<file path="config.mk">
export PLATFORM = sky130hd
export DESIGN_NAME = rfdrv_regs
export DESIGN_NICKNAME = d
export VERILOG_FILES = /design/src/hdl/rfdrv_pkg.sv /design/src/hdl/rfdrv_antenna_pin.sv /design/src/hdl/rfdrv_regs.sv
export SDC_FILE = /design/constraint.sdc
export NUM_CORES = 1
export LEC_CHECK = 0
export ABC_AREA = 1
export BUFFER_PORTS_ARGS = -buffer_cell sky130_fd_sc_hd__buf_2
export CAP_MARGIN = 25
export CORE_MARGIN = 2
export CORE_UTILIZATION = 45
export CTS_CLUSTER_DIAMETER = 100
export DETAILED_ROUTE_END_ITERATION = 10
export PLACE_DENSITY = 0.84
export SYNTH_ARGS = -nofsm -noshare
export SYNTH_HDL_FRONTEND = slang
export SYNTH_SLANG_ARGS = --single-unit
</file>
<file path="constraint.sdc">
create_clock -name mclk_in -period 1.85 [get_ports mclk_in]
set_input_delay 0.2775 -clock mclk_in [delete_from_list [all_inputs] [get_ports mclk_in]]
set_output_delay 0.2775 -clock mclk_in [all_outputs]
set_load 0.05 [all_outputs]
</file>
<file path="src/hdl/rfdrv_pkg.sv">
package rfdrv_pkg;

   // Register offsets on the internal host register port.
   localparam logic [5:0] RECEIVE_MODE_OFS = 6'h13;
   localparam logic [5:0] DRIVER_CONTROL_OFS = 6'h14;
   localparam logic [5:0] MODULATION_FORCE_OFS = 6'h15;
   localparam logic [5:0] DRIVER_SOURCE_SELECT_OFS = 6'h16;

   // Values after reset.
   localparam logic [7:0] RECEIVE_MODE_RST = 8'h00;
   localparam logic [7:0] DRIVER_CONTROL_RST = 8'h80;
   localparam logic [7:0] MODULATION_FORCE_RST = 8'h00;
   localparam logic [7:0] DRIVER_SOURCE_SELECT_RST = 8'h10;

   // Implemented bits of each register; all others read as zero.
   localparam logic [7:0] RECEIVE_MODE_MASK = 8'h04;
   localparam logic [7:0] DRIVER_CONTROL_MASK = 8'hFB;
   localparam logic [7:0] MODULATION_FORCE_MASK = 8'h40;
   localparam logic [7:0] DRIVER_SOURCE_SELECT_MASK = 8'h3F;

   // Field positions.
   localparam int MULTI_FRAME_RECEIVE_BIT = 2;
   localparam int DRV2_INVERT_ON_BIT = 7;
   localparam int DRV1_INVERT_ON_BIT = 6;
   localparam int DRV2_INVERT_OFF_BIT = 5;
   localparam int DRV1_INVERT_OFF_BIT = 4;
   localparam int DRV2_CONTINUOUS_CARRIER_BIT = 3;
   localparam int DRV2_ENABLE_BIT = 1;
   localparam int DRV1_ENABLE_BIT = 0;
   localparam int FORCE_FULL_ASK_BIT = 6;
   localparam int DRIVER_SOURCE_LSB = 4;
   localparam int AUX_OUTPUT_SOURCE_LSB = 0;

   // Driver source codes.
   localparam logic [1:0] DRV_SRC_HIZ = 2'h0;
   localparam logic [1:0] DRV_SRC_MILLER = 2'h1;
   localparam logic [1:0] DRV_SRC_AUX_IN = 2'h2;
   localparam logic [1:0] DRV_SRC_HIGH = 2'h3;

   // Auxiliary output source codes.
   localparam logic [3:0] AUX_SRC_HIZ = 4'h0;
   localparam logic [3:0] AUX_SRC_LOW = 4'h1;
   localparam logic [3:0] AUX_SRC_HIGH = 4'h2;
   localparam logic [3:0] AUX_SRC_TEST_BUS = 4'h3;
   localparam logic [3:0] AUX_SRC_MILLER = 4'h4;
   localparam logic [3:0] AUX_SRC_TX_SERIAL = 4'h5;
   localparam logic [3:0] AUX_SRC_RX_DECODED = 4'h7;

   // Device revisions selecting the content of the appended error byte.
   localparam logic REVISION_1_0 = 1'b0;
   localparam logic REVISION_2_0 = 1'b1;

endpackage

</file>
<file path="src/hdl/rfdrv_antenna_pin.sv">
`timescale 1ns/1ps

// Computes the level and drive enable of one antenna driver pin.
module rfdrv_antenna_pin (
   input wire logic enable_in,
   input wire logic invert_on_in,
   input wire logic invert_off_in,
   input wire logic continuous_in,
   input wire logic [1:0] source_in,
   input wire logic miller_env_in,
   input wire logic aux_env_in,
   output logic level_out,
   output logic oe_out
);

   logic envelope;
   logic base;

   always_comb begin
      unique case (source_in)
         rfdrv_pkg::DRV_SRC_HIZ: envelope = 1'b0;
         rfdrv_pkg::DRV_SRC_MILLER: envelope = miller_env_in;
         rfdrv_pkg::DRV_SRC_AUX_IN: envelope = aux_env_in;
         rfdrv_pkg::DRV_SRC_HIGH: envelope = 1'b1;
      endcase
      // A disabled driver carries no carrier; an enabled one carries the envelope, or the steady carrier while continuous_in is set.
      base = enable_in ? (continuous_in | envelope) : 1'b0;
      level_out = base ^ (enable_in ? invert_on_in : invert_off_in);
      // Power-down does not change the drive: only source code 00 releases the pin.
      oe_out = (source_in != rfdrv_pkg::DRV_SRC_HIZ);
   end

endmodule

</file>
<file path="src/hdl/rfdrv_regs.sv">
`timescale 1ns/1ps

// Contract
// - With multi-frame receive clear, receiver turns off after one complete frame.
// - With multi-frame receive set, receiver keeps accepting frames; only above 106 kBd. The code has no rate input and allows it at any rate.
// - Multi-frame reception ends only by a non-receive command or clearing the bit.
// - With multi-frame set, an error-register copy byte is appended after each frame.
// - Error byte CRC position holds CRC-good on revision 2.0, CRC-fail on 1.0.
// - Bits 7 and 6 invert drivers two and one while enabled.
// - Bits 5 and 4 invert drivers two and one while disabled.
// - Bit 3 makes driver two send the unmodulated carrier continuously.
// - Bits 1 and 0 enable drivers two and one with modulated carrier.
// - Modulation bit 6 forces full-depth ASK, ignoring the modulation width setting.
// - Driver source 00 high impedance, 01 Miller envelope, 10 auxiliary input envelope.
// - In soft power-down drivers float only when driver source is 00.
// - Driver source 11 drives static high, then each pin's inversion bits apply; here high only while the pin is enabled, low while disabled.
// - Auxiliary output source selects high impedance, Miller envelope, decoded receive data.
module rfdrv_regs #(
   parameter logic DEVICE_REVISION = rfdrv_pkg::REVISION_2_0,
   parameter int CRC_BIT_POS = 2
) (
   input wire logic mclk_in,
   input wire logic rst_n_in,
   input wire logic [5:0] reg_addr_in,
   input wire logic [7:0] reg_wdata_in,
   input wire logic reg_wr_in,
   input wire logic reg_rd_in,
   output logic [7:0] reg_rdata_out,
   input wire logic rx_start_in,
   input wire logic rx_frame_end_in,
   input wire logic command_write_in,
   input wire logic command_is_receive_in,
   input wire logic [7:0] error_register_in,
   input wire logic crc_good_flag_in,
   input wire logic crc_fail_flag_in,
   input wire logic soft_powerdown_in,
   input wire logic miller_env_in,
   input wire logic aux_envelope_in,
   input wire logic tx_serial_in,
   input wire logic rx_decoded_in,
   input wire logic test_bus_in,
   output logic rx_enable_out,
   output logic rx_done_out,
   output logic fifo_push_out,
   output logic [7:0] fifo_data_out,
   output logic force_full_ask_out,
   output logic antenna_drive_1_out,
   output logic antenna_drive_1_oe_out,
   output logic antenna_drive_2_out,
   output logic antenna_drive_2_oe_out,
   output logic aux_out_pin_out,
   output logic aux_out_pin_oe_out
);

   typedef struct packed {
      logic multi_frame_receive;
      logic [7:0] driver_control;
      logic force_full_ask;
      logic [5:0] source_select;
      logic rx_active;
      logic aux_env_meta;
      logic aux_env_sync;
      logic [7:0] rdata;
      logic rx_done;
      logic fifo_push;
      logic [7:0] fifo_data;
      logic drv1;
      logic drv1_oe;
      logic drv2;
      logic drv2_oe;
      logic aux;
      logic aux_oe;
   } rfdrv_state_s;

   rfdrv_state_s state_q;
   rfdrv_state_s state_d;
   logic drv1_level;
   logic drv1_oe;
   logic drv2_level;
   logic drv2_oe;
   logic [1:0] driver_source;
   logic [3:0] aux_output_source;

   // Register write with reserved bits dropped and read with them forced to zero.
   function automatic logic [7:0] masked(input logic [7:0] value, input logic [7:0] mask);
      masked = value & mask;
   endfunction

   assign driver_source = state_q.source_select[rfdrv_pkg::DRIVER_SOURCE_LSB +: 2];
   assign aux_output_source = state_q.source_select[rfdrv_pkg::AUX_OUTPUT_SOURCE_LSB +: 4];

   rfdrv_antenna_pin u_pin1 (
      .enable_in(state_q.driver_control[rfdrv_pkg::DRV1_ENABLE_BIT]),
      .invert_on_in(state_q.driver_control[rfdrv_pkg::DRV1_INVERT_ON_BIT]),
      .invert_off_in(state_q.driver_control[rfdrv_pkg::DRV1_INVERT_OFF_BIT]),
      .continuous_in(1'b0),
      .source_in(driver_source),
      .miller_env_in(miller_env_in),
      .aux_env_in(state_q.aux_env_sync),
      .level_out(drv1_level),
      .oe_out(drv1_oe)
   );

   rfdrv_antenna_pin u_pin2 (
      .enable_in(state_q.driver_control[rfdrv_pkg::DRV2_ENABLE_BIT]),
      .invert_on_in(state_q.driver_control[rfdrv_pkg::DRV2_INVERT_ON_BIT]),
      .invert_off_in(state_q.driver_control[rfdrv_pkg::DRV2_INVERT_OFF_BIT]),
      .continuous_in(state_q.driver_control[rfdrv_pkg::DRV2_CONTINUOUS_CARRIER_BIT]),
      .source_in(driver_source),
      .miller_env_in(miller_env_in),
      .aux_env_in(state_q.aux_env_sync),
      .level_out(drv2_level),
      .oe_out(drv2_oe)
   );

   always_comb begin
      logic [7:0] err_byte;
      logic [7:0] rx_mode_wr;
      logic stop_rx;
      err_byte = error_register_in;
      rx_mode_wr = 8'h00;
      stop_rx = 1'b0;
      state_d = state_q;
      state_d.rx_done = 1'b0;
      state_d.fifo_push = 1'b0;
      state_d.aux_env_meta = aux_envelope_in;
      state_d.aux_env_sync = state_q.aux_env_meta;

      if (reg_wr_in) begin
         unique case (reg_addr_in)
            rfdrv_pkg::RECEIVE_MODE_OFS: begin
               rx_mode_wr = masked(reg_wdata_in, rfdrv_pkg::RECEIVE_MODE_MASK);
               state_d.multi_frame_receive = rx_mode_wr[rfdrv_pkg::MULTI_FRAME_RECEIVE_BIT];
            end
            rfdrv_pkg::DRIVER_CONTROL_OFS: begin
               state_d.driver_control = masked(reg_wdata_in, rfdrv_pkg::DRIVER_CONTROL_MASK);
            end
            rfdrv_pkg::MODULATION_FORCE_OFS: begin
               state_d.force_full_ask = reg_wdata_in[rfdrv_pkg::FORCE_FULL_ASK_BIT];
            end
            rfdrv_pkg::DRIVER_SOURCE_SELECT_OFS: begin
               state_d.source_select = reg_wdata_in[5:0];
            end
            default: begin
            end
         endcase
      end

      state_d.rdata = 8'h00;
      if (reg_rd_in) begin
         unique case (reg_addr_in)
            rfdrv_pkg::RECEIVE_MODE_OFS: begin
               state_d.rdata[rfdrv_pkg::MULTI_FRAME_RECEIVE_BIT] = state_q.multi_frame_receive;
            end
            rfdrv_pkg::DRIVER_CONTROL_OFS: begin
               state_d.rdata = masked(state_q.driver_control, rfdrv_pkg::DRIVER_CONTROL_MASK);
            end
            rfdrv_pkg::MODULATION_FORCE_OFS: begin
               state_d.rdata[rfdrv_pkg::FORCE_FULL_ASK_BIT] = state_q.force_full_ask;
            end
            rfdrv_pkg::DRIVER_SOURCE_SELECT_OFS: begin
               state_d.rdata = masked({2'b00, state_q.source_select},
                  rfdrv_pkg::DRIVER_SOURCE_SELECT_MASK);
            end
            default: begin
            end
         endcase
      end

      // Error byte carries the live CRC status of the coprocessor for this revision.
      if (DEVICE_REVISION == rfdrv_pkg::REVISION_2_0) begin
         err_byte[CRC_BIT_POS] = crc_good_flag_in;
      end else begin
         err_byte[CRC_BIT_POS] = crc_fail_flag_in;
      end

      if (state_q.rx_active && rx_frame_end_in) begin
         if (state_q.multi_frame_receive) begin
            state_d.fifo_push = 1'b1;
            state_d.fifo_data = err_byte;
         end else begin
            stop_rx = 1'b1;
         end
      end
      // Multi-frame reception never ends on its own, only on these host actions.
      if (command_write_in && !command_is_receive_in) begin
         stop_rx = 1'b1;
      end
      if (reg_wr_in && reg_addr_in == rfdrv_pkg::RECEIVE_MODE_OFS &&
          !rx_mode_wr[rfdrv_pkg::MULTI_FRAME_RECEIVE_BIT]) begin
         stop_rx = stop_rx | state_q.multi_frame_receive;
      end
      if (stop_rx && state_q.rx_active) begin
         state_d.rx_active = 1'b0;
         state_d.rx_done = 1'b1;
      end
      // A new start in the same cycle as a stop wins and keeps the receiver on.
      if (rx_start_in) begin
         state_d.rx_active = 1'b1;
         state_d.rx_done = 1'b0;
      end

      state_d.drv1 = drv1_level;
      state_d.drv1_oe = drv1_oe && !(soft_powerdown_in && driver_source ==
         rfdrv_pkg::DRV_SRC_HIZ);
      state_d.drv2 = drv2_level;
      state_d.drv2_oe = drv2_oe && !(soft_powerdown_in && driver_source ==
         rfdrv_pkg::DRV_SRC_HIZ);

      state_d.aux_oe = 1'b1;
      unique case (aux_output_source)
         rfdrv_pkg::AUX_SRC_LOW: state_d.aux = 1'b0;
         rfdrv_pkg::AUX_SRC_HIGH: state_d.aux = 1'b1;
         rfdrv_pkg::AUX_SRC_TEST_BUS: state_d.aux = test_bus_in;
         rfdrv_pkg::AUX_SRC_MILLER: state_d.aux = miller_env_in;
         rfdrv_pkg::AUX_SRC_TX_SERIAL: state_d.aux = tx_serial_in;
         rfdrv_pkg::AUX_SRC_RX_DECODED: state_d.aux = rx_decoded_in;
         default: begin
            // High impedance for code 0000 and every reserved code.
            state_d.aux = 1'b0;
            state_d.aux_oe = 1'b0;
         end
      endcase
   end

   always_ff @(posedge mclk_in) begin
      if (!rst_n_in) begin
         state_q <= '0;
         state_q.multi_frame_receive <=
            rfdrv_pkg::RECEIVE_MODE_RST[rfdrv_pkg::MULTI_FRAME_RECEIVE_BIT];
         state_q.driver_control <= rfdrv_pkg::DRIVER_CONTROL_RST;
         state_q.force_full_ask <=
            rfdrv_pkg::MODULATION_FORCE_RST[rfdrv_pkg::FORCE_FULL_ASK_BIT];
         state_q.source_select <= rfdrv_pkg::DRIVER_SOURCE_SELECT_RST[5:0];
      end else begin
         state_q <= state_d;
      end
   end

   assign reg_rdata_out = state_q.rdata;
   assign rx_enable_out = state_q.rx_active;
   assign rx_done_out = state_q.rx_done;
   assign fifo_push_out = state_q.fifo_push;
   assign fifo_data_out = state_q.fifo_data;
   assign force_full_ask_out = state_q.force_full_ask;
   assign antenna_drive_1_out = state_q.drv1;
   assign antenna_drive_1_oe_out = state_q.drv1_oe;
   assign antenna_drive_2_out = state_q.drv2;
   assign antenna_drive_2_oe_out = state_q.drv2_oe;
   assign aux_out_pin_out = state_q.aux;
   assign aux_out_pin_oe_out = state_q.aux_oe;

endmodule

</file>
; ---- Yosys cells after proc, flatten, opt, wreduce, memory -nomap -nowiden
; Index checks and enable logic that the tools add are counted.
[word_totals]
input_bits = 38
output_inout_bits = 26
wordCells = 79
register_bits = 41
[op_classes]
n_reduce_logical = 23
eq_ne = 13
muxes = 21
n_bitwise = 5
[op_table]
columns = cell, count
row1 = $eq A6 B5 Y1 const B, 4
row2 = $reduce_and A2 Y1, 7
row3 = $eq A4 B3 Y1 const B, 3
row4 = $mux W1, 12
row5 = $mux W9, 1
row6 = $eq A4 B2 Y1 const B, 2
row7 = $logic_and A1 B1 Y1, 7
row8 = $mux W3, 2
row9 = $pmux W3 S2, 1
row10 = $reduce_or A6 Y1, 1
row11 = $pmux W1 S5, 1
row12 = $eq A2 B2 Y1 const B, 2
row13 = $eq A4 B1 Y1 const B, 1
row14 = $pmux W1 S2, 2
row15 = $pmux W1 S4, 1
row16 = $pmux W2 S2, 1
row17 = $reduce_bool A2 Y1, 2
row18 = $logic_not A1 Y1, 3
row19 = $reduce_and A3 Y1, 1
row20 = $eq A2 B1 Y1 const B, 1
row21 = $logic_not A2 Y1, 1
row22 = $or A1 B1 Y1, 2
row23 = $reduce_or A2 Y1, 1
row24 = $xor A1 B1 Y1, 2
row25 = $not A1 Y1, 1

; ---- Longest topological paths before layout
; Gate-level depths: netlist of the first run.
[logic_depth]
word_depth = 9
depth_mapped = 7
ltp_nobuf = 7

; ---- Cells and area by module
; Synthesis of the first run repeated with hierarchy kept, for this count alone.
[hier_totals]
cells_unflattened = 277
area_unflattened_um2 = 1960.6
[modules_own_cells]
columns = module, seq_area_each_um2, instances, cells_per_inst, area_per_inst_um2
row1 = rfdrv_regs, 840.8, 1, 243, 1798.0
row2 = rfdrv_antenna_pin, 0.0, 2, 17, 81.3

; ---- Worst setup path before layout of the first run
; OpenSTA, ideal clock, no wires.
[synth_timing]
path_kind = register to register
startpoint = reg state_q (netlist bit rx_enable_out)
endpoint = reg state_q (netlist bit fifo_data_out[0])
n_path_buf = 0
t_arrival_ps = 1189
slack_ps = 529
path_stages_with_launch = 6
required_ps = 1718
synth_period_minus_slack_ps = 1321
setup_time_ps = 132
cell_sequence = dfxtp_1 -> nand2_1 -> inv_2 -> nand2_1 -> nand2_1 -> a21oi_1
[synth_between]
elab_chain_len = 2
[synth_rtl]
columns = element, line
row1 = "start, declared", rfdrv_regs.sv:75  ; rfdrv_state_s state_q;
row2 = "start signal, assigned", rfdrv_regs.sv:236  ; state_q <= state_d;
row3 = $logic_and A1 B1 Y1, rfdrv_regs.sv:177  ; if (state_q.rx_active && rx_frame_end_in) begin
row4 = $reduce_and A2 Y1 (no line), -
; No other way between the ends.
; A chain may end at the register's enable or synchronous reset.

; ---- Final worst setup path of the first run
[layout_timing]
startpoint = reg state_q (netlist bit rx_enable_out)
endpoint = out rx_enable_out
[layout_rtl]
columns = element, line
row1 = "end, declared", rfdrv_regs.sv:42  ; output logic rx_enable_out,
; No word-level cell between the ends.

==> impl_metrics.py, run 1 <==
metrics = {
    "cts": {
        "ctsLongestPathBuffers": 2,
        "clk_pin_slew_ps": 70,
        "hold_buffers": 0,
        "cts.sinks": 41,
        "h-tree-depth": 2,
        "cts_buffers": 5,
        "cts_root_buf": "clkbuf_8",
        "clock_latency_ps": 290,
        "post_cts_buffers": 0,
        "cts_resized": 0,
        "cts_tree": "yes",
    },
    "synth": {
        "ys_seq_area_share_pct": 44.4,
        "yosysTopAreaCellShare_pct": 44.4,
        "synth_area_per_cell_um2": 7.25,
        "synth_area_leaders": "dfxtp_1 (44%), nand2_1 (10%), nand3_1 (7.9%), a21oi_1 (7.6%), buf_4 (6.9%)",
        "syn-cell-area_mm2": 0.00185,
        "netlist_instances": 255,
        "synth.distinct_cells": 24,
        "synth_top_area_cell": "dfxtp_1",
        "syn_nets": 293,
        "synth-seq-cells": 41,
        "yosysWarnings": 0,
    },
    "drt": {
        "viasPerCell": 4.82,
        "wire_per_inst_um": 11.2,
        "routed_wl_um": 3930,
        "drt_iter0_drc": 110,
        "num_vias": 1695,
        "drc": 0,
        "dr.pass1.iters": 4,
        "ant_nets": 0,
    },
    "floorplanning": {
        "ios": 64,
        "coreArea_mm2": 0.00397,
        "die_area_mm2": 0.00464,
        "num_rows": 23,
        "initial_core_util_pct": 46.5,
        "die_w_um": 68.1,
        "die_height_um": 68.1,
    },
    "worst_setup_path": {
        "worst_ep_arrival_time_ps": 940,
        "critPathBufInv": 1,
        "cp-start-kind": "flip-flop",
        "end_kind": "output pin",
        "crit_type": "reg -> out",
        "crit_fanout": 4,
        "path_cells": "buf_2",
        "max_stage_delay_ps": 370,
        "reg2reg_slack_ps": 690,
        "slowest_stage": "dfxtp_1",
        "cp_top_family": "flip-flops",
        "required_ps": 1570,
    },
    "timing": {
        "fin_tns_setup_ps": 0,
        "hold_violations": 0,
        "fin_skew_ps": 2.95,
        "holdWs_ps": 166,
        "slew_headroom_pct": 72.5,
        "slew_viol_final": 0,
        "tightest_slew_ps": 411,
        "finalCritPeriodShare_pct": 65.8,
        "fmax_ghz": 0.822,
        "fin_crit_ps": 1220,
        "rsz0062_at_grt": "false",
        "fin_ws_ps": 633,
        "finalSetupViolations": 0,
    },
    "grt": {
        "grt_max_degree": 20,
        "grt_pass1_vias": 1481,
        "grt_usage_pct": 18.3,
        "grt_first_pass_wirelength_um": 6350,
        "grt_antenna_before_repair": 0,
        "grt_overflow": 0,
    },
    "layout": {
        "diodes": 0,
        "final_util_pct": 54.8,
        "final_cells": 352,
        "layout-drive-gt1-share_pct": 27.2,
        "final_area_mm2": 0.00218,
        "area_delta_synth_final_pct": 17.8,
        "nets": 339,
    },
    "job": {
        "timing.max_cap.violations": 0,
    },
    "placement": {
        "numPlacedInstances": 344,
        "dp_slack_ps": 567,
        "dp_hpwl_um": 2960,
        "gp_congestion": 0.833,
        "placed_area_mm2": 0.00208,
        "numPortBuffers": 60,
    },
    "power": {
        "p_per_area_mw_per_mm2": 770,
        "power_mw": 1.68,
        "peakVddDrop_uv": 306,
        "p_leak_nw": 1.04,
    },
    "worst_hold_path": {
        "hold_class": "in -> reg",
    },
    "outcome": {
        "outcome": "finished, final reports clean",
    },
}
[state kept, by name, summed over array words and instances (netlist names)]
name,cells
driver_source,2
reg_rdata_out,8
antenna_drive_1_out,1
force_full_ask_out,1
aux_output_source,4
fifo_data_out,8
state_d,1
antenna_drive_2_oe_out,1
rx_done_out,1
state_q,9
rx_enable_out,1
fifo_push_out,1
aux_out_pin_oe_out,1
antenna_drive_2_out,1
aux_out_pin_out,1
[final timing paths]
kind	cells after the start	from	to
worst max-delay path	1	rx_enable_out$_SDFFE_PN0P_	rx_enable_out
worst min-delay path	3	aux_envelope_in	state_d[24]$_SDFF_PN0_
worst max register to register	3	state_q[42]$_SDFFE_PN0N_	fifo_data_out[5]$_SDFFE_PN0P_
worst min register to register	2	state_d[24]$_SDFF_PN0_	state_q[24]$_SDFF_PN0_
[Yosys cell counts]
library cell / instances
inv_1: 24
nand2_1: 50
nand3_1: 29
nor3_2: 1
buf_4: 17
nand4_1: 7
buf_2: 3
o21ai_0: 7
xor2_1: 1
nor3b_1: 1
nor3_4: 1
clkinv_1: 1
nor2_2: 1
a21oi_1: 28
nor2_4: 1
dfxtp_1: 41
clkbuf_1: 5
inv_2: 3
o211ai_1: 1
buf_6: 1
a22oi_1: 1
nor3_1: 1
nand2_2: 2
nor2_1: 28
[power breakdown]
| part | leakage, nW | total, mW | switching (mW) | internal, mW |
|---|---|---|---|---|
| sequential | 0.332 | 0.896 | 0.00535 | 0.891 |
| clock | 0.0542 | 0.623 | 0.286 | 0.337 |
| combinational | 0.651 | 0.157 | 0.102 | 0.0548 |
[metal layers]
| layer | global-route usage (%) | part of all wire, % |
|---|---|---|
| met5 | 0 | 0 |
| met4 | 8.00 | 1.0 |
| met3 | 4.77 | 5.6 |
| met2 | 30.3 | 49 |
| met1 | 22.4 | 44 |
[kinds of logic after synthesis]
family | after synthesis | synth area share, %
AOI/OAI and AO/OA | 37 | 10.3
xor gates and xnor gates | 1 | 0.474
buffers and inverters | 54 | 15.0
DFF | 41 | 44.4
and+or+nand+nor | 122 | 29.8
[cell type report]
cell class | instances | area [µm²]
Inverter | 28 | 105
Sequential cell | 41 | 821
Clock buffer | 7 | 96.3
Tap cell | 50 | 62.6
Timing Repair Buffer | 65 | 338
Clock inverter | 1 | 5.00
Fill cell | 387 | 1790
Multi-Input combinational cell | 160 | 749
[cells in the final DEF, fill, tap and decap left out, types with 2 or more instances in the layout]
cell type	count
a21oi_1	28
buf_2	60
buf_4	5
clkbuf_8	7
dfxtp_1	41
inv_1	24
inv_2	3
nand2_1	50
nand2_2	2
nand3_1	29
nand4_1	7
nor2_1	28
o21ai_0	7
Note: power is estimated with default switching activity, not from simulation.
==> inputs of run 2 (changes only) <==
CORE_UTILIZATION = 44   (was 45)
PLACE_DENSITY = 0.85   (was 0.84)
clock period = 1.1 ns   (was 1.85 ns; I/O delays follow)
==> impl_metrics.py, run 2 (synthesis results as in run 1) <==
metrics = {
    "worst_hold_path": {
        "hold_class": "in -> reg",
        "hold_path_depth": 3,
    },
    "worst_setup_path": {
        "crit_path_start": "rx_enable_out$_SDFFE_PN0P_",
        "path_cells": "buf_2",
        "critPathBufInv": 1,
        "rr_endpoint": "antenna_drive_1_out$_SDFF_PN0_",
        "cp-start-kind": "flip-flop",
        "crit_type": "reg -> out",
        "path_depth": 1,
        "rr_worst_depth": 7,
        "reg2reg_slack_ps": 100,
        "rr_startpoint": "driver_source[0]$_SDFFE_PN1P_",
        "cp_top_family": "flip-flops",
        "max_stage_delay_ps": 360,
        "slowest_stage": "dfxtp_4",
        "end_kind": "output pin",
        "crit_fanout": 4,
        "worstSetupEndpoint": "rx_enable_out",
        "required_ps": 940,
        "worst_ep_arrival_time_ps": 900,
    },
    "power": {
        "peakVddDrop_uv": 657,
        "p_leak_nw": 1.06,
        "power_frac_comb_pct": 9.9,
        "pwr-share-seq_pct": 55.6,
        "p_sw_uw": 671,
        "p_per_area_mw_per_mm2": 1220,
        "clkPwrFrac_pct": 34.4,
        "p_int_mw": 2.04,
        "power_switching_share_pct": 24.8,
    },
    "layout": {
        "final_util_pct": 55.1,
        "final_cells": 357,
        "ff_latch_area_um2": 826,
        "area_delta_synth_final_pct": 20.0,
        "layout-drive-gt1-share_pct": 29.0,
        "diodes": 0,
        "layout_commonest_cell": "buf_2",
        "largest_reg_flops": 9,
        "nets": 344,
        "nFillCells": 405,
        "multi_input_area_um2": 752,
        "final_area_mm2": 0.00222,
        "largest_register": "state_q",
        "layout_common_cells": "buf_2 (59), nand2_1 (49), dfxtp_1 (39), nand3_1 (29)",
    },
    "timing": {
        "slew_viol_final": 0,
        "fin_crit_ps": 1060,
        "holdWs_ps": 51.4,
        "rsz0062_at_grt": "false",
        "fin_ws_ps": 37.7,
        "finalSetupViolations": 0,
        "finalCritPeriodShare_pct": 96.6,
        "tightest_slew_ps": 323,
        "fmax_ghz": 0.941,
        "fin_skew_ps": 1.82,
        "hold_violations": 0,
        "slew_headroom_pct": 78.3,
    },
    "outcome": {
        "outcome": "finished, final reports clean",
    },
    "drt": {
        "routed_wl_um": 3930,
        "num_vias": 1721,
        "wire_per_inst_um": 11.0,
        "viasPerCell": 4.82,
        "ant_nets": 0,
        "drt_iter0_drc": 74,
        "dr.pass1.iters": 4,
        "drc": 0,
    },
    "floorplanning": {
        "die_height_um": 68.8,
        "coreArea_mm2": 0.00403,
        "ios": 64,
        "num_rows": 23,
        "initial_core_util_pct": 45.9,
        "die_area_mm2": 0.00473,
        "die_w_um": 68.8,
    },
    "grt": {
        "grt_first_pass_wirelength_um": 6490,
        "grt_max_degree": 20,
        "grt_overflow": 0,
        "grt_pass1_vias": 1545,
        "grt_antenna_before_repair": 0,
        "grt_usage_pct": 18.4,
    },
    "cts": {
        "cts_buffers": 5,
        "clk_pin_slew_ps": 70,
        "h-tree-depth": 2,
        "ctsLongestPathBuffers": 2,
        "post_cts_buffers": 0,
        "clock_latency_ps": 290,
        "cts_tree": "yes",
        "cts.sinks": 41,
        "cts_root_buf": "clkbuf_8",
    },
    "placement": {
        "gp_congestion": 0.835,
        "numPlacedInstances": 349,
        "numPortBuffers": 60,
        "dp_hpwl_um": 2990,
        "dp_slack_ps": -36.4,
        "placed_area_mm2": 0.00213,
    },
    "job": {
        "timing.max_cap.violations": 0,
    },
}
-- run 2: final cells by class --
| class | count | area share (%) |
|---|---|---|
| Sequential cell | 41 | 37.2 |
| Clock inverter | 2 | 0.451 |
| Clock buffer | 6 | 3.27 |
| Timing Repair Buffer | 70 | 17.6 |
| Multi-Input combinational cell | 160 | 33.9 |
| Tap cell | 50 | 2.82 |
| Inverter | 28 | 4.74 |
-- run 2: worst min path at each step --
stage	from	endpoint	slack, ps
2_1_floorplan	aux_envelope_in	state_d[24]$_SDFF_PN0_	260
3_3_place_gp	aux_envelope_in	state_d[24]$_SDFF_PN0_	350
3_5_place_dp	aux_envelope_in	state_d[24]$_SDFF_PN0_	350
4_1_cts	aux_envelope_in	state_d[24]$_SDFF_PN0_	40
5_1_grt	aux_envelope_in	state_d[24]$_SDFF_PN0_	70
6_report	aux_envelope_in	state_d[24]$_SDFF_PN0_	50
-- run 2: layer usage --
layer | GRT usage (%) | share of wire, % | up-vias
met2 | 29.9 | 47 | 57
met4 | 7.84 | 2.2 | 0
met3 | 5.03 | 6.4 | 8
met5 | 0 | 0 | -
met1 | 22.9 | 44 | 755
li1 | - | - | 901
-- run 2: power groups by stage --
stage                     logic, mW  clock network, mW  registers, mW
final                         0.269              0.931           1.51
after global placement        0.264                  0           1.54
after detailed placement      0.268                  0           1.54
after CTS                     0.269              0.954           1.51
after floorplan               0.131                  0           1.57
after global routing          0.299               1.01           1.51
-- run 2: what timing repair did --
| item | CTS | global route |
|---|---|---|
| gates cloned | 0 | 0 |
| hold buffers | 0 | 0 |
| resized for setup | 1 | 2 |
| setup endpoints to repair | 1 | 4 |
-- run 2: metrics by stage --
step,power [mW],setup TNS (ps)
floorplan,1.70,0
global placement,1.80,0
detailed placement,1.81,-113
CTS,2.73,0
global route,2.82,0
finish,2.71,0
